[config.mk]
export PLATFORM = sky130hd
export DESIGN_NAME = bci_core
export DESIGN_NICKNAME = d
export VERILOG_FILES = /design/src/rtl/bci_pkg.sv /design/src/rtl/bci_irq_if.sv /design/src/rtl/bci_core.sv /design/src/rtl/bci_irq_ctl.sv
export VERILOG_INCLUDE_DIRS = /design/src /design/src/rtl
export SDC_FILE = /design/constraint.sdc
export NUM_CORES = 1
export LEC_CHECK = 0
export BUFFER_PORTS_ARGS = -buffer_cell sky130_fd_sc_hd__buf_2
export CAP_MARGIN = 10
export CORE_MARGIN = 3
export CORE_UTILIZATION = 30
export DETAILED_ROUTE_END_ITERATION = 8
export GPL_TIMING_DRIVEN = 0
export RECOVER_POWER = 50
export SLEW_MARGIN = 10
export SYNTH_ARGS = -nofsm -noshare
export SYNTH_HDL_FRONTEND = slang
export SYNTH_SLANG_ARGS = --single-unit
export TNS_END_PERCENT = 30
[constraint.sdc]
create_clock -name i_clock -period 8 [get_ports i_clock]
set_clock_uncertainty 0.05 [all_clocks]
set_input_delay 0.4 -clock i_clock [delete_from_list [all_inputs] [get_ports i_clock]]
set_output_delay 0.4 -clock i_clock [all_outputs]
set_load 0.1 [all_outputs]
[src/rtl/bci_cfg.svh]
/*
  Constants of the bus-cycle and interrupt front end: restart addresses,
  automatic wait counts and reset values.
  Assumes inclusion by bare name from the design files.
*/
`ifndef BCI_CFG_SVH
`define BCI_CFG_SVH

`define BCI_PC_RESET 16'h0000
`define BCI_NMI_ADDR 16'h0066
`define BCI_MODE1_ADDR 16'h0038
`define BCI_IO_WAITS 2'h1
`define BCI_INTA_WAITS 2'h2
`define BCI_VBASE_RESET 8'h00
`define BCI_REFRESH_RESET 7'h00
`define BCI_REFRESH_PAD 1'h0

`endif

[src/rtl/bci_pkg.sv]
/*
  Types of the bus-cycle and interrupt front end: cycle phases, cycle kinds,
  interrupt modes and the state records of both modules.
  Assumes nothing beyond a SystemVerilog compiler.
*/
package bci_pkg;

  typedef enum logic [7:0] {
    PH_IDLE = 8'h01,
    PH_T1 = 8'h02,
    PH_T2 = 8'h04,
    PH_TW = 8'h08,
    PH_TWA = 8'h10,
    PH_T3 = 8'h20,
    PH_T4 = 8'h40,
    PH_GRANT = 8'h80
  } bci_phase_type;

  typedef enum logic [6:0] {
    CYC_FETCH = 7'h01,
    CYC_MRD = 7'h02,
    CYC_MWR = 7'h04,
    CYC_IORD = 7'h08,
    CYC_IOWR = 7'h10,
    CYC_INTA = 7'h20,
    CYC_NMI = 7'h40
  } bci_cycle_type;

  typedef enum logic [1:0] {
    IM_0 = 2'h0,
    IM_1 = 2'h1,
    IM_2 = 2'h2
  } bci_imode_type;

  typedef struct packed {
    logic nmi_prev;
    logic nmi_pend;
    logic irq_enable_ff;
    bci_imode_type mode;
  } bci_irq_state_type;

  typedef struct packed {
    bci_phase_type phase;
    bci_cycle_type kind;
    logic last_instr;
    logic boundary;
    logic halted;
    logic [1:0] auto_wait;
    logic [15:0] pc;
    logic [7:0] vector_base;
    logic [6:0] refresh;
    logic [15:0] cyc_addr;
    logic [7:0] wdata;
    logic [7:0] rdata;
    logic [15:0] addr;
    logic addr_oe;
    logic [7:0] dout;
    logic data_oe;
    logic ctrl_oe;
    logic mem_request_n_n;
    logic io_request_n_n;
    logic rd_n;
    logic wr_n;
    logic m1_n;
    logic refresh_strobe_n_n;
    logic halt_n;
    logic grant_n;
    logic ready;
    logic done;
    logic [7:0] done_data;
    logic svc_valid;
    logic svc_nmi;
    logic [15:0] svc_addr;
  } bci_core_state_type;

endpackage

[src/rtl/bci_irq_if.sv]
/*
  Link between the cycle sequencer and the interrupt controller.
  Assumes both ends run on the same clock and clock enable.
*/
`timescale 1ns/1ps
interface bci_irq_if;
  import bci_pkg::*;
  logic take_nmi;
  logic take_int;
  logic accept_nmi;
  logic accept_int;
  logic irq_enable;
  bci_imode_type mode;

  modport core (input take_nmi, input take_int, input irq_enable, input mode,
    output accept_nmi, output accept_int);
  modport ctl (output take_nmi, output take_int, output irq_enable, output mode,
    input accept_nmi, input accept_int);
endinterface

[src/rtl/bci_core.sv]
/*
  Bus-cycle sequencer of an 8-bit processor front end: fetch with refresh,
  memory and I/O reads and writes, interrupt acknowledge, bus grant, halt.
  Assumes an execution core issues machine cycles on the request port and
  that all pins are synchronous to i_clock; each T state is one clock.
*/
`timescale 1ns/1ps
`include "bci_cfg.svh"
module bci_core
  import bci_pkg::*;
(
  input wire logic i_clock,
  input wire logic i_rst,
  input wire logic i_clk_en,
  input wire logic i_nonmaskable_irq_n,
  input wire logic i_maskable_irq_n,
  input wire logic i_wait_n,
  input wire logic i_bus_request_n,
  input wire logic [7:0] i_data,
  input wire logic i_cyc_valid,
  input wire bci_cycle_type i_cyc_kind,
  input wire logic [15:0] i_cyc_addr,
  input wire logic [7:0] i_cyc_wdata,
  input wire logic i_cyc_last,
  input wire logic i_pc_load,
  input wire logic [15:0] i_pc_value,
  input wire logic i_vector_base_we,
  input wire logic [7:0] i_vector_base,
  input wire logic i_irq_enable_set,
  input wire logic i_irq_enable_clear,
  input wire logic i_mode_we,
  input wire bci_imode_type i_mode,
  input wire logic i_halt_exec,
  output logic [15:0] o_addr,
  output logic o_addr_oe,
  output logic [7:0] o_data,
  output logic o_data_oe,
  output logic o_ctrl_oe,
  output logic o_mem_request_n,
  output logic o_io_request_n,
  output logic o_rd_n,
  output logic o_wr_n,
  output logic o_first_cycle_n,
  output logic o_refresh_strobe_n,
  output logic o_halt_n,
  output logic o_bus_grant_n,
  output logic o_cyc_ready,
  output logic o_cyc_done,
  output logic [7:0] o_cyc_rdata,
  output logic o_svc_valid,
  output logic o_svc_nmi,
  output logic [15:0] o_svc_addr,
  output logic [15:0] o_pc,
  output logic o_irq_enable,
  output bci_imode_type o_irq_mode
);

  bci_irq_if ifc ();
  bci_core_state_type r_reg;
  bci_core_state_type r_next;

  logic long_kind;
  logic last_state;
  logic decide;
  logic int_window;
  logic nk_fetchlike;
  logic nk_mem;
  logic nk_io;
  logic nk_write;
  logic ph_t2w;
  logic ph_t23;
  logic refresh_on;

  bci_irq_ctl bci_irq_ctl_inst (
    .i_clock(i_clock),
    .i_rst(i_rst),
    .i_clk_en(i_clk_en),
    .i_nonmaskable_irq_n(i_nonmaskable_irq_n),
    .i_maskable_irq_n(i_maskable_irq_n),
    .i_irq_enable_set(i_irq_enable_set),
    .i_irq_enable_clear(i_irq_enable_clear),
    .i_mode_we(i_mode_we),
    .i_mode(i_mode),
    .ifc(ifc.ctl)
  );

  // Fetch, nonmaskable and acknowledge cycles end in T4, the last refresh state
  assign long_kind = (r_reg.kind == CYC_FETCH) | (r_reg.kind == CYC_NMI)
    | (r_reg.kind == CYC_INTA);
  assign last_state = (r_reg.phase == PH_T4) | ((r_reg.phase == PH_T3) & ~long_kind);
  assign decide = last_state | (r_reg.phase == PH_IDLE);
  // Idle between instructions keeps the sampling point open
  assign int_window = last_state ? r_reg.last_instr : (decide & r_reg.boundary);

  always_comb
  begin
    r_next = r_reg;
    r_next.ready = 1'b0;
    r_next.done = 1'b0;
    r_next.svc_valid = 1'b0;
    ifc.accept_nmi = 1'b0;
    ifc.accept_int = 1'b0;
    if (i_halt_exec)
    begin
      r_next.halted = 1'b1;
    end
    if (i_pc_load)
    begin
      r_next.pc = i_pc_value;
    end
    if (i_vector_base_we)
    begin
      r_next.vector_base = i_vector_base;
    end
    case (r_reg.phase)
      PH_T1:
      begin
        r_next.phase = PH_T2;
      end
      PH_T2, PH_TW:
      begin
        if (!i_wait_n)
        begin
          r_next.phase = PH_TW;
        end
        else if (r_reg.auto_wait != 2'h0)
        begin
          r_next.phase = PH_TWA;
        end
        else
        begin
          r_next.phase = PH_T3;
        end
      end
      PH_TWA:
      begin
        r_next.auto_wait = r_reg.auto_wait - 2'h1;
        if (r_reg.auto_wait == 2'h1)
        begin
          r_next.phase = PH_T3;
        end
      end
      PH_T3:
      begin
        if (long_kind)
        begin
          r_next.phase = PH_T4;
        end
      end
      PH_T4:
      begin
        r_next.phase = PH_T4;
      end
      PH_GRANT:
      begin
        if (i_bus_request_n)
        begin
          r_next.phase = PH_IDLE;
        end
      end
      PH_IDLE:
      begin
        r_next.phase = PH_IDLE;
      end
      default:
      begin
        r_next.phase = PH_IDLE;
      end
    endcase
    if ((r_next.phase == PH_T3) && (r_reg.phase != PH_T3))
    begin
      r_next.rdata = i_data;
    end
    if (last_state)
    begin
      if (long_kind)
      begin
        r_next.refresh = r_reg.refresh + 7'h01;
      end
      r_next.boundary = 1'b0;
      case (r_reg.kind)
        CYC_NMI:
        begin
          // Fetched byte is dropped; restart goes to the fixed address
          r_next.pc = `BCI_NMI_ADDR;
          r_next.svc_valid = 1'b1;
          r_next.svc_nmi = 1'b1;
          r_next.svc_addr = `BCI_NMI_ADDR;
        end
        CYC_INTA:
        begin
          r_next.svc_valid = 1'b1;
          r_next.svc_nmi = 1'b0;
          r_next.done_data = r_reg.rdata;
          case (ifc.mode)
            IM_1:
            begin
              r_next.pc = `BCI_MODE1_ADDR;
              r_next.svc_addr = `BCI_MODE1_ADDR;
            end
            IM_2:
            begin
              r_next.svc_addr = {r_reg.vector_base, r_reg.rdata};
            end
            default:
            begin
              r_next.svc_addr = {8'h00, r_reg.rdata};
            end
          endcase
        end
        default:
        begin
          r_next.done = 1'b1;
          r_next.done_data = r_reg.rdata;
          r_next.boundary = r_reg.last_instr;
        end
      endcase
      r_next.phase = PH_IDLE;
    end
    if (decide)
    begin
      if (!i_bus_request_n)
      begin
        // Interrupts stay unconsumed and are looked at again after the grant
        r_next.phase = PH_GRANT;
        if (int_window)
        begin
          r_next.boundary = 1'b1;
        end
      end
      else if (int_window & (ifc.take_nmi | ifc.take_int))
      begin
        r_next.phase = PH_T1;
        r_next.halted = 1'b0;
        r_next.last_instr = 1'b0;
        r_next.boundary = 1'b0;
        r_next.cyc_addr = r_reg.pc;
        if (ifc.take_nmi)
        begin
          ifc.accept_nmi = 1'b1;
          r_next.kind = CYC_NMI;
          r_next.auto_wait = 2'h0;
        end
        else
        begin
          ifc.accept_int = 1'b1;
          r_next.kind = CYC_INTA;
          r_next.auto_wait = `BCI_INTA_WAITS;
        end
      end
      else if (r_next.halted)
      begin
        // No-op fetch at a frozen address keeps refresh running
        r_next.phase = PH_T1;
        r_next.kind = CYC_FETCH;
        r_next.cyc_addr = r_reg.pc;
        r_next.last_instr = 1'b1;
        r_next.auto_wait = 2'h0;
      end
      else if (i_cyc_valid)
      begin
        r_next.ready = 1'b1;
        r_next.phase = PH_T1;
        r_next.last_instr = i_cyc_last;
        r_next.wdata = i_cyc_wdata;
        r_next.cyc_addr = i_cyc_addr;
        r_next.auto_wait = 2'h0;
        case (i_cyc_kind)
          CYC_MRD, CYC_MWR:
          begin
            r_next.kind = i_cyc_kind;
          end
          CYC_IORD, CYC_IOWR:
          begin
            r_next.kind = i_cyc_kind;
            r_next.auto_wait = `BCI_IO_WAITS;
          end
          default:
          begin
            r_next.kind = CYC_FETCH;
            r_next.cyc_addr = r_next.pc;
            r_next.pc = r_next.pc + 16'h0001;
          end
        endcase
      end
    end
    // Strobes are decoded from the next state so every pin leaves a flip-flop
    nk_fetchlike = (r_next.kind == CYC_FETCH) | (r_next.kind == CYC_NMI);
    nk_mem = (r_next.kind == CYC_MRD) | (r_next.kind == CYC_MWR);
    nk_io = (r_next.kind == CYC_IORD) | (r_next.kind == CYC_IOWR);
    nk_write = (r_next.kind == CYC_MWR) | (r_next.kind == CYC_IOWR);
    ph_t2w = (r_next.phase == PH_T2) | (r_next.phase == PH_TW) | (r_next.phase == PH_TWA);
    ph_t23 = ph_t2w | (r_next.phase == PH_T3);
    refresh_on = (nk_fetchlike & ((r_next.phase == PH_T3) | (r_next.phase == PH_T4)))
      | ((r_next.kind == CYC_INTA) & (r_next.phase == PH_T4));
    r_next.grant_n = r_next.phase != PH_GRANT;
    r_next.addr_oe = r_next.phase != PH_GRANT;
    r_next.ctrl_oe = r_next.phase != PH_GRANT;
    r_next.data_oe = nk_write & (ph_t23 | (r_next.phase == PH_T1));
    r_next.dout = r_next.wdata;
    r_next.addr = refresh_on ? {r_next.vector_base, `BCI_REFRESH_PAD, r_next.refresh}
      : r_next.cyc_addr;
    r_next.mem_request_n_n = ~((nk_mem & ph_t23) | (nk_fetchlike & ph_t2w) | refresh_on);
    r_next.refresh_strobe_n_n = ~refresh_on;
    r_next.rd_n = ~((nk_fetchlike & ph_t2w)
      | (((r_next.kind == CYC_MRD) | (r_next.kind == CYC_IORD)) & ph_t23));
    r_next.wr_n = ~(((r_next.kind == CYC_MWR) & ((r_next.phase == PH_TW)
      | (r_next.phase == PH_T3))) | ((r_next.kind == CYC_IOWR) & (ph_t23
      & (r_next.phase != PH_T2))));
    r_next.io_request_n_n = ~((nk_io & ph_t23) | ((r_next.kind == CYC_INTA)
      & (ph_t23 & (r_next.phase != PH_T2))));
    r_next.m1_n = ~((nk_fetchlike & ((r_next.phase == PH_T1) | ph_t2w))
      | ((r_next.kind == CYC_INTA) & ((r_next.phase == PH_T1) | ph_t23)));
    if (r_next.phase == PH_IDLE || r_next.phase == PH_GRANT)
    begin
      r_next.mem_request_n_n = 1'b1;
      r_next.rd_n = 1'b1;
      r_next.wr_n = 1'b1;
      r_next.io_request_n_n = 1'b1;
      r_next.m1_n = 1'b1;
      r_next.refresh_strobe_n_n = 1'b1;
      r_next.data_oe = 1'b0;
    end
    r_next.halt_n = ~r_next.halted;
  end

  always_ff @(posedge i_clock)
  begin
    if (i_rst)
    begin
      r_reg <= '0;
      r_reg.phase <= PH_IDLE;
      r_reg.kind <= CYC_FETCH;
      r_reg.boundary <= 1'b1;
      r_reg.pc <= `BCI_PC_RESET;
      r_reg.vector_base <= `BCI_VBASE_RESET;
      r_reg.refresh <= `BCI_REFRESH_RESET;
      r_reg.mem_request_n_n <= 1'b1;
      r_reg.io_request_n_n <= 1'b1;
      r_reg.rd_n <= 1'b1;
      r_reg.wr_n <= 1'b1;
      r_reg.m1_n <= 1'b1;
      r_reg.refresh_strobe_n_n <= 1'b1;
      r_reg.halt_n <= 1'b1;
      r_reg.grant_n <= 1'b1;
    end
    else if (i_clk_en)
    begin
      r_reg <= r_next;
    end
  end

  assign o_addr = r_reg.addr;
  assign o_addr_oe = r_reg.addr_oe;
  assign o_data = r_reg.dout;
  assign o_data_oe = r_reg.data_oe;
  assign o_ctrl_oe = r_reg.ctrl_oe;
  assign o_mem_request_n = r_reg.mem_request_n_n;
  assign o_io_request_n = r_reg.io_request_n_n;
  assign o_rd_n = r_reg.rd_n;
  assign o_wr_n = r_reg.wr_n;
  assign o_first_cycle_n = r_reg.m1_n;
  assign o_refresh_strobe_n = r_reg.refresh_strobe_n_n;
  assign o_halt_n = r_reg.halt_n;
  assign o_bus_grant_n = r_reg.grant_n;
  assign o_cyc_ready = r_reg.ready;
  assign o_cyc_done = r_reg.done;
  assign o_cyc_rdata = r_reg.done_data;
  assign o_svc_valid = r_reg.svc_valid;
  assign o_svc_nmi = r_reg.svc_nmi;
  assign o_svc_addr = r_reg.svc_addr;
  assign o_pc = r_reg.pc;
  assign o_irq_enable = ifc.irq_enable;
  assign o_irq_mode = ifc.mode;

endmodule

[src/rtl/bci_irq_ctl.sv]
/*
  Interrupt controller: nonmaskable edge catch, enable flip-flop, mode.
  Assumes interrupt pins are synchronous to i_clock.
*/
`timescale 1ns/1ps
`include "bci_cfg.svh"
module bci_irq_ctl
  import bci_pkg::*;
(
  input wire logic i_clock,
  input wire logic i_rst,
  input wire logic i_clk_en,
  input wire logic i_nonmaskable_irq_n,
  input wire logic i_maskable_irq_n,
  input wire logic i_irq_enable_set,
  input wire logic i_irq_enable_clear,
  input wire logic i_mode_we,
  input wire bci_imode_type i_mode,
  bci_irq_if.ctl ifc
);

  bci_irq_state_type r_reg;
  bci_irq_state_type r_next;
  logic nmi_fall;

  assign nmi_fall = r_reg.nmi_prev & ~i_nonmaskable_irq_n;
  // Pending edge or an edge seen right at the sampling edge both count
  assign ifc.take_nmi = r_reg.nmi_pend | nmi_fall;
  assign ifc.take_int = ~ifc.take_nmi & ~i_maskable_irq_n & r_reg.irq_enable_ff;
  assign ifc.irq_enable = r_reg.irq_enable_ff;
  assign ifc.mode = r_reg.mode;

  always_comb
  begin
    r_next = r_reg;
    r_next.nmi_prev = i_nonmaskable_irq_n;
    if (i_mode_we)
    begin
      r_next.mode = i_mode;
    end
    if (i_irq_enable_set)
    begin
      r_next.irq_enable_ff = 1'b1;
    end
    if (i_irq_enable_clear | ifc.accept_int | ifc.accept_nmi)
    begin
      r_next.irq_enable_ff = 1'b0;
    end
    // A new edge in the accept cycle stays pending
    r_next.nmi_pend = (r_reg.nmi_pend & ~ifc.accept_nmi) | nmi_fall;
  end

  always_ff @(posedge i_clock)
  begin
    if (i_rst)
    begin
      r_reg.nmi_prev <= 1'b1;
      r_reg.nmi_pend <= 1'b0;
      r_reg.irq_enable_ff <= 1'b0;
      r_reg.mode <= IM_0;
    end
    else if (i_clk_en)
    begin
      r_reg <= r_next;
    end
  end

endmodule

== Yosys cells after proc, flatten, opt, wreduce, memory -nomap -nowiden ==
Cells that the tools add are included.

* Output and inout port bits: 82
* Memories: 0
* Bits in latches: 0
* Bits in writable memories: 0
* Memory bits (read-only): 0
* Input port bits: 80
* Bits in registers: 142

* Add/subtract/negate cells: 3
* Shifts and indexed selects: 0
* Equal/unequal tests: 37
* Div/mod/pow operators: 0
* Multipliers: 0
* Bitwise logic cells: 63
* $lt $le $gt $ge: 0
* Multiplexer cells: 70
* Reductions and logical operators: 17

{| class="wikitable"
|+ Operators with widths
! kind !! number
|-
| 16-bit two-way mux || 13
|-
| 8-bit two-way mux || 10
|-
| 24-bit two-way mux || 3
|-
| 16-bit case mux with 2 select lines || 2
|-
| 8-bit case mux with 6 select lines || 1
|-
| 36-bit two-way mux || 1
|-
| 18-bit case mux with 2 select lines || 1
|-
| 7-bit two-way mux || 4
|-
| 1-bit OR || 28
|-
| 27-bit two-way mux || 1
|-
| 8-bit by 6-bit equality test with 1-bit output, second input constant || 3
|-
| 1-bit two-way mux || 24
|-
| 1-bit AND || 20
|-
| 19-bit two-way mux || 1
|-
| 18-bit two-way mux || 1
|-
| 6-bit two-way mux || 3
|-
| 16-bit by 1-bit adder with 16-bit output, second input constant || 1
|-
| 8-bit by 1-bit equality test with 1-bit output, second input constant || 2
|-
| 8-bit by 2-bit equality test with 1-bit output, second input constant || 2
|-
| 8-bit by 3-bit equality test with 1-bit output, second input constant || 2
|-
| 8-bit by 4-bit equality test with 1-bit output, second input constant || 2
|-
| 8-bit by 5-bit equality test with 1-bit output, second input constant || 2
|-
| 8-bit by 7-bit equality test with 1-bit output, second input constant || 2
|-
| 8-bit equality test, second input constant || 2
|-
| 26 further kinds || 59
|}

== Logic depth before layout (Yosys ltp) ==
* Depth in word-level cells: 23
* Depth in mapped cells: 15
* Gate-level depth less buffers: 14

== Cells and area by module ==
Synthesis repeated with hierarchy kept, for this count alone.

* Cell total of the unflattened synthesis: 1020
* Area, all modules: 8316.7 um^2

{| class="wikitable"
|+ Modules (own cells, without submodules)
! module !! instances !! cells an instance !! area an instance (um^2)
|-
| bci_core || 1 || 994 || 8061.5
|-
| bci_irq_ctl || 1 || 26 || 255.2
|}

== Worst setup path before layout ==
No wires, ideal clock.

* Path type: reg-to-reg
* From: register r_reg[132] (netlist bit)
* To: register r_reg, in the netlist o_pc[10]
* Buffers on the path: 0
* Stages on the path, launching flop included: 14
* Setup slack: 4.722 ns
* Period minus slack after synthesis: 3.278 ns
* Data arrival time: 3.143 ns
* Setup time: 0.086 ns
* Cell sequence: dfxtp_1 -> or4_4 -> a21oi_1 -> a21oi_1 -> a31o_2 -> inv_1 -> ha_1 -> nand3_1 -> nor2_1 -> nand3_1 -> or4_4 -> nor3_1 -> xor2_1 -> a211oi_1

* Longest elaborated chain between the ends: 14
* Elaborated cells between the ends (all ways): 21
* Those cells by class: add/sub (1); eq/ne (3); mux (9); bitwise (8)

{| class="wikitable"
|+ RTL lines
! element !! RTL line !! source
|-
| from (decl) || bci_core.sv:59 || <nowiki>bci_core_state_type r_reg;</nowiki>
|-
| from (signal assigned) || bci_core.sv:349 || <nowiki>r_reg <= r_next;</nowiki>
|-
| 7-bit by 1-bit equality test with 1-bit output / 7-bit equality test (equally long branches) || bci_core.sv:88, bci_core.sv:181 ||
|-
| 1-bit OR || bci_core.sv:88 || <nowiki>assign long_kind = (r_reg.kind == CYC_FETCH) | (r_reg.kind == CYC_NMI)</nowiki>
|-
| 1-bit OR || bci_core.sv:89 || <nowiki>| (r_reg.kind == CYC_INTA);</nowiki>
|-
| 1-bit inverter || bci_core.sv:90 || <nowiki>assign last_state = (r_reg.phase == PH_T4) | ((r_reg.phase == PH_T3) & ~long_kind);</nowiki>
|-
| 1-bit AND || bci_core.sv:90 ||
|-
| 1-bit OR || bci_core.sv:90 ||
|-
| 16-bit two-way mux || bci_core.sv:174 || <nowiki>if (last_state)</nowiki>
|-
| 16-bit by 1-bit adder with 16-bit output || bci_core.sv:282 || <nowiki>r_next.pc = r_next.pc + 16'h0001;</nowiki>
|-
| 16-bit two-way mux || bci_core.sv:268 || <nowiki>case (i_cyc_kind)</nowiki>
|-
| 18-bit two-way mux || bci_core.sv:260 || <nowiki>else if (i_cyc_valid)</nowiki>
|-
| 16-bit two-way mux || bci_core.sv:251 || <nowiki>else if (r_next.halted)</nowiki>
|-
| 16-bit two-way mux || bci_core.sv:231 || <nowiki>else if (int_window & (ifc.take_nmi | ifc.take_int))</nowiki>
|-
| 19-bit two-way mux || bci_core.sv:222 || <nowiki>if (!i_bus_request_n)</nowiki>
|-
| 36-bit two-way mux (*) || bci_core.sv:220 || <nowiki>if (decide)</nowiki>
|}

Mark *: on every way between the ends. The rest lies on a longest branch, timed or not.
A chain may end at the register's enable or synchronous reset.

== Worst setup path in the final report ==
* From: register r_reg[145] (netlist bit)
* To: register r_reg, in the netlist o_data[1]

* Longest elaborated chain between the ends: 9
* Elaborated cells between the ends (all ways): 11
* Those cells by class: eq/ne (3); mux (1); bitwise (6); reduce/logical (1)

{| class="wikitable"
|+ RTL lines
! element !! RTL line !! source
|-
| 8-bit by 6-bit equality test with 1-bit output || bci_core.sv:90 ||
|-
| 1-bit AND || bci_core.sv:90 ||
|-
| 1-bit OR || bci_core.sv:90 ||
|-
| 1-bit OR || bci_core.sv:91 || <nowiki>assign decide = last_state | (r_reg.phase == PH_IDLE);</nowiki>
|-
| 1-bit AND || bci_core.sv:93 || <nowiki>assign int_window = last_state ? r_reg.last_instr : (decide & r_reg.boundary);</nowiki>
|-
| 1-bit two-way mux || bci_core.sv:93 ||
|-
| 1-bit AND || bci_core.sv:231 ||
|-
| 1-bit inverter (no source line) || - ||
|-
| 6-bit AND reduction (no source line) (*) || - ||
|}

Marks and branches as above.

==> out/qor.yml <==
finalSetupViolCount: 0
grt_max_degree: 17
hold_class: "in2reg"
numCtsBuffers: 17
ys_seq_area_frac: 0.344
r2r-start: "r_reg[145]"
postCtsSetupBuffers: 0
rows: 60
endpoint_kind: "register"
regArea_um2: 2840
final_hold_viol_count: 0
boundaryPins: 162
cts_root_buffer: "clkbuf_16"
cts_tree: "yes"
syn_area_um2: 8280
power_leakage_nw: 3.72
power.density_nw_per_um2: 201
place_area_um2: 9490
critPathMaxFanout: 10
die_area_um2: 29600
holdPathStages: 3
grt_pass1_vias: 7822
dp.cells: 1540
final_core_util: 0.367
start_kind: "register"
drc: 0
multi_input_area_um2: 4610
synth-edff-count: 0
synthTopCellsByArea: "dfxtp_1 34%, nor2_1 6.6%, buf_4 6.2%, nand2_1 4.9%, a21oi_1 4.5%"
report.final.slew_viol_count: 0
antenna_found_initial: 1
period_share: 0.561
outcome: "finished clean"
fin_setup_tns_ns: 0
hp-start: "i_data[0]"
pre_cts_ws_ns: 4.10
timing.hold.ws_ns: 0.167
wl_per_cell_um: 19.3
reg2reg_slack_ns: 3.51
path_clk_slew_ns: 0.06
slew_headroom: 0.162
synth-adder-area-share: 0.00907
htreeDepth: 4
synth_compound_area_frac: 0.239
numPortBuffers: 157
cts.sinks: 142
dp_hpwl_um: 23500
synth_mux_area_frac: 0.0520
startpoint: "r_reg[145]"
total_power_mw: 1.99
vias: 8521
drive_gt1_frac: 0.172
async_flop_share: 0
gp_congestion: 0.951
overflow: 0
drt_wl_total_um: 30400
synth_xor_area_frac: 0.0339
dieWidth_um: 172
synth.distinct_cells: 85
cts_buffer_depth: 2
required_ns: 8.30
ys_top_cells_by_count: "145 x nor2_1, 142 x dfxtp_1, 109 x nand2_1"
rsz0062_at_grt: "false"
crit_type: "reg2reg"
reg2regPathDepth: 8
gr-usage-all-layers: 0.201
diodes: 0
synthToLayoutAreaGrowth_pct: 19.8
synth_fp_nets: 1128
cts_resized: 0
synth_top_family_by_area: "compound AO/OA/AOI/OAI gates"
yosysTopAreaCell: "dfxtp_1"
die_y_um: 172
postRouteAntennaNets: 0
whs_endpoint: "r_reg[63]"
fillers: 2902
largest_register_ffs: 59
yosysMostFrequentCell: "nor2_1"
dr.pass1.iters: 5
start_util: 0.306
core_um2: 27000
grt_pass1_wl_um: 45500
fmax_mhz: 223
period_minus_slack_ns: 4.49
stdcell_count: 1571
synth_top_area_frac: 0.344
yosys_warnings: 0
synth_seq_cells: 142
worst_slack_ns: 3.51
r2r_end: "o_data[1]"
synthSimpleGateAreaFrac: 0.226
fin_nets: 1304
drv_cap: 0
ctsHoldBuffers: 0
worstPathArrival_ns: 4.79
clk_latency_ns: 0.43
syn_area_per_cell_um2: 7.94
fin_area_um2: 9920
synth_top_flop_cell: "dfxtp_1"
syn_inst: 1042
vdd_drop_max_uv: 150
drt-initial-drc-count: 879
tightestPinTransition_ns: 1.26
via_per_inst: 5.42
[routing by layer]
layer / share of wire / global-route usage
met4: 0.021 / 0.0694
met1: 0.45 / 0.284
met3: 0.095 / 0.0430
met2: 0.43 / 0.303
met5: 0 / 0
[worst max-delay path: stages (launching register included)]
cell and delay (ns):
dfxtp_1 0.38, or4_1 0.68, nor3_1 0.69, a41o_1 0.52, clkbuf_1 0.52, nand2_1 0.39, nor2_1 0.86, nand3_1 0.15
a21oi_1 0.17
[worst max path at each step]
stage | to | slack (ns)
after floorplan | o_pc[10] | 4.72
after global placement | o_data[7] | 4.09
after detailed placement | o_data[1] | 4.10
after CTS | o_data[1] | 4.09
after global routing | o_data[1] | 3.38
final | o_data[1] | 3.51
[cell type report]
class | instances | area share
clock buffers | 20 | 0.0450
repair buffers | 157 | 0.0689
inverters | 15 | 0.00568
flip-flops and latches | 142 | 0.287
clock inverters | 11 | 0.0119
multi-input cells | 759 | 0.465
plain buffers | 126 | 0.0743
well taps | 341 | 0.0430
[cells in the final DEF, fill, tap and decap left out, types with 8 or more instances in the layout]
cell       count
clkbuf_1     137
nand3_1       31
buf_4         68
nor2b_1       12
a21oi_1       75
buf_2         76
xnor2_1       12
xor2_1        20
nand2_1      109
o21ai_0       48
nor2_1       145
o22ai_1       17
and3_1         9
nor4_1         8
a22oi_1       17
nor3_1        35
inv_1         15
dfxtp_1      142
clkbuf_16     17
or2_2          8
a211oi_1      35
or3_1          8
mux2i_1       34
[kinds of logic (layout without fill, tap and decap cells)]
logic type,Yosys count,in the layout
xor gates and xnor gates,32,32
buffers and inverters,141,329
adders and majority gates,6,6
DFF,142,142
and+or+nand+nor,400,400
AOI/OAI and AO/OA,279,279
muxes,42,42
[where the power goes]
| group | internal, mW | switching (mW) | total [mW] |
|---|---|---|---|
| logic | 0.122 | 0.322 | 0.443 |
| registers | 0.736 | 0.0282 | 0.765 |
| clock network | 0.464 | 0.318 | 0.782 |
| total | 1.32 | 0.668 | 1.99 |
No activity file was read; power rests on OpenSTA's default activity.
